$ cat src/core/pd_entry_pkg.sv
// Purpose: Shared constants and types for power-down entry control
// Assumes: Single clock domain, asynchronous active-low reset
// Notes:   Wake pin count is a module parameter at the top
`default_nettype none
package pd_entry_pkg;
  localparam int          WAKE_PINS_DEFAULT = 4;
  localparam logic        SEL_NMI           = 1'b0;
  localparam logic        SEL_PORT          = 1'b1;
  localparam logic        MUX_WAIT_ACTIVE   = 1'b0;
  typedef enum logic [1:0] {
    ST_RUN   = 2'h0,
    ST_QIDLE = 2'h1,
    ST_PDOWN = 2'h3
  } pd_state_type;
endpackage
`default_nettype wire

$ cat src/core/pd_wake_if.sv
// Purpose: Carries the wake-condition verdict between block modules
// Assumes: Verdict driven by the wake evaluator, select driven by the top
// Notes:   Purely combinational signals
`default_nettype none
interface pd_wake_if;
  logic wake_select;
  logic wake_active;
  modport eval (input wake_select, output wake_active);
  modport ctrl (output wake_select, input wake_active);
endinterface
`default_nettype wire

$ cat src/core/power_down_entry_control.sv
// Purpose: Power-down entry decision including quasi-idle defect path
// Assumes: Power-down instruction arrives as a one-cycle execute pulse
// Notes:   Quasi-idle is left only by NMI low or by reset
//
// Functional notes
// - Select clear, NMI high: instruction ignored
// - Select set, active wake pin: instruction ignored
// - Otherwise the instruction enters power-down
// - External fetch, mux wait zero: quasi-idle
// - Prior external write, external fetch: quasi-idle
// - Quasi-idle keeps peripherals and watchdog running
// - Quasi-idle blocks interrupts and event transfers
// - Quasi-idle enters power-down when NMI low
`default_nettype none
module power_down_entry_control
  import pd_entry_pkg::*;
#(
  parameter int N = WAKE_PINS_DEFAULT
) (
  // Clock and reset
  input  wire logic         i_sys_clk,
  input  wire logic         i_nrst,
  // Instruction stream
  input  wire logic         i_power_down_instruction,
  input  wire logic         i_next_fetch_external,
  input  wire logic         i_prev_external_write,
  input  wire logic         i_mux_bus,
  input  wire logic         i_mux_tristate_wait_bit,
  // Configuration
  input  wire logic         i_wake_source_select,
  input  wire logic [N-1:0] i_wake_enable,
  input  wire logic [N-1:0] i_wake_polarity,
  // Pins
  input  wire logic         i_nmi_pin,
  input  wire logic [N-1:0] i_wake_pin,
  // Status
  output logic              o_power_down,
  output logic              o_quasi_idle,
  output logic              o_cpu_fetch_enable,
  output logic              o_irq_service_enable,
  output logic              o_peripheral_event_transfer_enable,
  output logic              o_peripheral_clock_enable,
  output logic              o_instr_ignored
);
  pd_wake_if    wake ();
  pd_state_type state;
  pd_state_type next_state;
  logic         defect_lock;
  logic         next_ignored;

  // ****************************************************************
  // Wake source evaluation
  // ****************************************************************
  // the select bit in force at execute time picks the source
  assign wake.wake_select = i_wake_source_select;

  pd_wake_eval #(.N(N)) u_eval (
    .i_wake_pin      (i_wake_pin),
    .i_wake_enable   (i_wake_enable),
    .i_wake_polarity (i_wake_polarity),
    .i_nmi_pin       (i_nmi_pin),
    .wake            (wake)
  );

  // ****************************************************************
  // Defect detection
  // ****************************************************************
  // Defect path: fetch stalls instead of dropping the instruction.
  // Both terms need the code after the instruction to be external.
  assign defect_lock = i_next_fetch_external &&
    ((i_mux_bus && i_mux_tristate_wait_bit == MUX_WAIT_ACTIVE)
     || i_prev_external_write);

  // ****************************************************************
  // Next-state logic
  // ****************************************************************
  // Wake test comes first: with no wake source the entry is clean,
  // even when a defect term is set
  always_comb begin
    next_state   = state;
    next_ignored = 1'b0;
    unique case (state)
      ST_RUN: begin
        if (i_power_down_instruction) begin
          if (!wake.wake_active) begin
            next_state = ST_PDOWN;
          end else if (defect_lock) begin
            next_state = ST_QIDLE;
          end else begin
            next_ignored = 1'b1;
          end
        end
      end
      ST_QIDLE: begin
        if (!i_nmi_pin) begin
          next_state = ST_PDOWN;
        end
      end
      ST_PDOWN: begin
        next_state = ST_PDOWN;
      end
      default: begin
        next_state = ST_RUN;
      end
    endcase
  end

  // ****************************************************************
  // State registers
  // ****************************************************************
  // Power-down is left only by reset; wake sequencing lives elsewhere
  always_ff @(posedge i_sys_clk or negedge i_nrst) begin
    if (!i_nrst) begin
      state <= ST_RUN;
    end else begin
      state <= next_state;
    end
  end

  always_ff @(posedge i_sys_clk or negedge i_nrst) begin
    if (!i_nrst) begin
      o_instr_ignored <= 1'b0;
    end else begin
      o_instr_ignored <= next_ignored;
    end
  end

  // ****************************************************************
  // Outputs
  // ****************************************************************
  assign o_power_down       = (state == ST_PDOWN);
  assign o_quasi_idle       = (state == ST_QIDLE);
  assign o_cpu_fetch_enable = (state == ST_RUN);
  // Watchdog and peripherals keep clocking while quasi-idle
  assign o_peripheral_clock_enable = (state != ST_PDOWN);
  assign o_irq_service_enable      = (state == ST_RUN);
  assign o_peripheral_event_transfer_enable = (state == ST_RUN);

  // Reference terms rebuilt from the pins, so a broken evaluator or
  // defect decode cannot hide behind its own output
  logic port_wake_seen;
  logic wake_seen;
  logic lock_seen;
  logic pd_exec;

  assign port_wake_seen = |((i_wake_pin ~^ i_wake_polarity)
                            & i_wake_enable);
  assign wake_seen      = (i_wake_source_select == SEL_PORT) ? port_wake_seen
                                                             : i_nmi_pin;
  assign lock_seen      = i_next_fetch_external
                          && ((i_mux_bus
                               && i_mux_tristate_wait_bit == MUX_WAIT_ACTIVE)
                              || i_prev_external_write);
  assign pd_exec        = (state == ST_RUN) && i_power_down_instruction;
endmodule
`default_nettype wire

$ cat src/core/pd_wake_eval.sv
// Purpose: Decides whether a wake source holds the device awake
// Assumes: Pin levels synchronous to the system clock
// Notes:   Port wake pins are active high after polarity adjust
`default_nettype none
module pd_wake_eval
  import pd_entry_pkg::*;
#(
  parameter int N = WAKE_PINS_DEFAULT
) (
  // Pins
  input  wire logic [N-1:0] i_wake_pin,
  input  wire logic [N-1:0] i_wake_enable,
  input  wire logic [N-1:0] i_wake_polarity,
  input  wire logic         i_nmi_pin,
  // Verdict
  pd_wake_if.eval           wake
);
  logic [N-1:0] pin_active;

  assign pin_active = (i_wake_pin ~^ i_wake_polarity) & i_wake_enable;

  // Selected source: high NMI level, or any enabled port pin active
  assign wake.wake_active = (wake.wake_select == SEL_NMI) ? i_nmi_pin
                                                          : |pin_active;
endmodule
`default_nettype wire

$ cat config.mk
export PLATFORM = sky130hd
export DESIGN_NAME = power_down_entry_control
export DESIGN_NICKNAME = d
export VERILOG_FILES = /design/src/core/pd_entry_pkg.sv /design/src/core/pd_wake_if.sv /design/src/core/power_down_entry_control.sv /design/src/core/pd_wake_eval.sv
export SDC_FILE = /design/constraint.sdc
export NUM_CORES = 1
export LEC_CHECK = 0
export BUFFER_PORTS_ARGS = -buffer_cell sky130_fd_sc_hd__buf_4
export CAP_MARGIN = 40
export CORE_AREA = 2 2 39 41
export CTS_CLUSTER_SIZE = 10
export DETAILED_ROUTE_END_ITERATION = 6
export DIE_AREA = 0 0 41 43
export PLACE_DENSITY = 0.59
export SLEW_MARGIN = 20
export SYNTH_ARGS = -nofsm -noshare
export SYNTH_HDL_FRONTEND = slang
export SYNTH_SLANG_ARGS = --single-unit
$ cat constraint.sdc
create_clock -name i_sys_clk -period 3.5 [get_ports i_sys_clk]
set_input_delay 0.7 -clock i_sys_clk [delete_from_list [all_inputs] [get_ports i_sys_clk]]
set_output_delay 0.7 -clock i_sys_clk [all_outputs]
set_load 0.01 [all_outputs]
Word level (Yosys, flattened, before mapping)
Cells that the tools add are included.

Input bits: 21. Output and inout port bits: 7. Flip-flop bits (word level): 3.

Bitwise operators: 3. Mux-type cells: 10. Reduce and logical (&&, ||, !) cells: 6. Equal/unequal tests: 6.

Operators with widths (count): 2-bit 2-to-1 mux (4); 2-bit inequality test, second input constant (3); 2-bit one-hot mux with 3 select lines (1); 1-bit 2-to-1 mux (5); 4-bit bitwise AND (1); 4-bit OR reduction (1); 4-bit bitwise XNOR (1); 3-bit by 2-bit inequality test with 1-bit output, second input constant (1); 3-bit AND reduction (1); 2-bit by 1-bit equality test with 1-bit output, second input constant (1); 2-bit equality test, second input constant (1); 1-bit logical AND (2); 2-bit zero test (1); 1-bit logical OR (1); 1-bit inverter (1).

Longest topological paths before layout
Depth in word-level cells: 8. Depth in mapped cells: 4.

Modules after synthesis
A second synthesis with hierarchy kept.

Cells, all modules: 26. Area total of the unflattened synthesis: 231.5 um^2.

Modules (own cells, without submodules): power_down_entry_control (instances 1, cells an instance 18, area an instance 171.4 um^2); pd_wake_eval (instances 1, cells an instance 8, area an instance 60.1 um^2).

Worst setup path before layout
OpenSTA, ideal clock, no wires.

Kind: input-to-reg. Start point: input i_wake_pin[2]. End point: register o_instr_ignored. Arrival time: 1457 ps. Cell stages on the path: 4. Slack: 1924 ps. Setup time: 119 ps. Path buffers: 0. Cell sequence: xnor2_1 a222oi_1 a211oi_1 and2_1.

Cells in the longest elaborated chain, start to end: 7.

RTL lines: start: declaration (line power_down_entry_control.sv:35) `input wire logic [N-1:0] i_wake_pin,`; 4-bit bitwise XNOR; 4-bit bitwise AND; 4-bit OR reduction (line pd_wake_eval.sv:24) `: |pin_active;`; 1-bit 2-to-1 mux (line pd_wake_eval.sv:23) `assign wake.wake_active = (wake.wake_select == SEL_NMI) ? i_nmi_pin`; 1-bit 2-to-1 mux (line power_down_entry_control.sv:85) `if (!wake.wake_active) begin`; 1-bit 2-to-1 mux (line power_down_entry_control.sv:84) `if (i_power_down_instruction) begin`; 1-bit 2-to-1 mux (line power_down_entry_control.sv:82) `unique case (state)`; via next_ignored (line power_down_entry_control.sv:49) `logic next_ignored;`; end signal: assignment (line power_down_entry_control.sv:124) `o_instr_ignored <= next_ignored;`; end: declaration (line power_down_entry_control.sv:43) `output logic o_instr_ignored`.

The timed path passes the listed nets, and every way through them passes these cells. A chain may end at the register's enable or synchronous reset.

Worst setup path after layout
Start point: register state[0]. End point: output o_peripheral_event_transfer_enable.

Cells in the longest elaborated chain, start to end: 1.

RTL lines: start: declaration (line power_down_entry_control.sv:46) `pd_state_type state;`; start signal: assignment (line power_down_entry_control.sv:116) `state <= next_state;`; 2-bit zero test (line power_down_entry_control.sv:137) `assign o_peripheral_event_transfer_enable = (state == ST_RUN);`; end: declaration (line power_down_entry_control.sv:41) `output logic o_peripheral_event_transfer_enable,`.

No other way between the ends.

==> impl_metrics.ini <==
[clock_tree]
root_buffer = clkbuf_4
cts_buffers = 3
cts_setup_buffers = 0
cts_sinks = 3
cts_tree = done
clk-insertion-delay-late_ps = 230
clkSlewWorstSetupHoldPaths_ps = 40
post_cts_resized = 0
cts_buffer_depth = 2
ctsHoldBuffers = 0
h-tree-depth = 1

[logic_synthesis]
synth_edf_count = 0
syn_area_per_cell_um2 = 8.53
netlist_area_um2 = 230
ys_seq_elements = 3
yosysUniqueCellTypes = 16
ys_async_sr_fraction_pct = 100
syn_nets = 48
yosysSeqAreaShare_pct = 32.6
synthCells = 27
synth_warnings = 0
ys.flop_type = dfrtp_1

[cells_and_area]
nets = 78
n_fill_cell = 158
multi_input_area_um2 = 136
final_common_cell = buf_4
final_area_um2 = 464
register_area_um2 = 75.1
drive_gt1_share_pct = 53.6
layout_common_cells = buf_4, xnor2_1
antennaDiodeCount = 0
area_growth_pct = 102

[floorplan]
die_y_um = 43
rows = 14
core_area_um2 = 1380
dieArea_um2 = 1760
start_util_pct = 16.6
dieWidth_um = 41
ios = 28

[setup_path]
path_cells = nor2_1 -> buf_4
critPathKind = register to output port
cp_data_required_time_ps = 2800
startpoint_type = register
crit_family = flip-flops
arrival_ps = 1100
crit_buf_inv = 1
crit_fanout = 5
cp_slowest_cell = dfrtp_1
slowest_delay_ps = 400
end_kind = output port

[timing]
hold_viol = 0
worst_slew_pin_slew_ps = 373
period_share_pct = 51.3
slew_violations = 0
setup_tns_ps = 0
setup_viol = 0
max_slew_margin_pct = 75.1
grt_setup_unrepaired = no
finClkSkew_ps = 0.311
fmax_mhz = 557
min_period_ps = 1800

[job]
drv_cap = 0

[grt]
gr-usage-all-layers_pct = 8.53
grt_pass1_vias = 292
grt_max_degree = 6
antenna_found_initial = 0
gr-total-overflow = 0
grt_pass1_wl_um = 993

[power]
leakage_nw = 0.225
power_density_nw_per_um2 = 333
ir_drop_v = 0.0000882

[routing]
drt_pass1_iterations = 4
drc = 0
drt_iter0_drc = 4
via_per_inst = 4.18
vias = 301
routed_wl_um = 655
postRouteAntennaNets = 0
wl_per_cell_um = 9.10

[run_status]
run_status = finished, final reports clean

[placement]
port_buffers = 27
routabilityCongestion = 0.737
placedInstanceArea_um2 = 438

[worst_hold_path]
hold_path.class = primary input to async pin
==> kinds of logic after synthesis <==
| group | share of synthesized area (%) |
|---|---|
| compound gates | 23.4 |
| xor+xnor | 15.2 |
| simple gates | 20.7 |
| buf+inv | 8.15 |
| flops | 32.6 |
==> cell type report <==
cell class | instances | area share [%]
tap | 16 | 4.31
multi-input combinational | 21 | 29.4
sequential | 3 | 16.2
timing repair buffer | 27 | 43.7
inverter | 1 | 0.809
clock buffer | 4 | 5.66
==> per-layer routing <==
layer / global-route usage, % / wire (um)
met4: 10.0 / 0
met5: 0 / 0
met1: 8.65 / 187
met2: 13.4 / 395
met3: 0 / 72
==> per-stage QoR <==
step | hold slack (ps) | power [mW] | utilization (%) | worst slack (ps) | std cells
6_report | 250 | 0.154 | 33.5 | 1700 | 72
5_1_grt | 244 | 0.166 | 33.5 | 1640 | 72
4_1_cts | 242 | 0.159 | 33.5 | 1680 | 72
3_5_place_dp | 491 | 0.0964 | 31.6 | 1710 | 68
3_3_place_gp | 491 | 0.0955 | 31.6 | 1750 | 68
2_1_floorplan | 404 | 0.0628 | - | 1920 | 27
==> cells in the mapped netlist, types with 2 or more instances <==
| cell type | number | share of area [%] |
|---|---|---|
| xnor2_1 | 4 | 15 |
| dfrtp_1 | 3 | 33 |
| nand2_1 | 3 | 4.9 |
| nor2_1 | 3 | 4.9 |
| buf_4 | 2 | 6.5 |
| nor2b_1 | 2 | 5.4 |
==> path summary, 6_finish.rpt <==
| path | depth (start not counted) | slack [ps] | end | start |
|---|---|---|---|---|
| max in group asynchronous | 1 | 3160 | state[1] | i_nrst |
| worst min register to register | 1 | 550 | state[0] | state[0] |
| min in group i_sys_clk | 1 | 550 | state[0] | state[0] |
| worst max-delay path | 2 | 1700 | o_peripheral_event_transfer_enable | state[0] |
| worst max register to register | 4 | 2200 | state[0] | state[0] |
| worst min-delay path | 1 | 250 | o_instr_ignored | i_nrst |
==> flip-flops by register name (all words and copies together), names as in the netlist <==
register and flops:
state 2, o_instr_ignored 1
==> report_power, final <==
group | internal, mW | switching (mW) | leakage, nW | total, mW
Combinational | 0.0335 | 0.0201 | 0.177 | 0.0535
Sequential | 0.0380 | 0.00336 | 0.0330 | 0.0414
Clock | 0.0427 | 0.0168 | 0.0150 | 0.0594
==> worst reg2reg max path, cell delays in order, from the launching register on <==
cell and delay [ps]:
dfrtp_1 400, nor2_1 280, o21ai_0 140, a211oi_1 240, o21bai_1 110
Note: power is estimated with default switching activity, not from simulation.
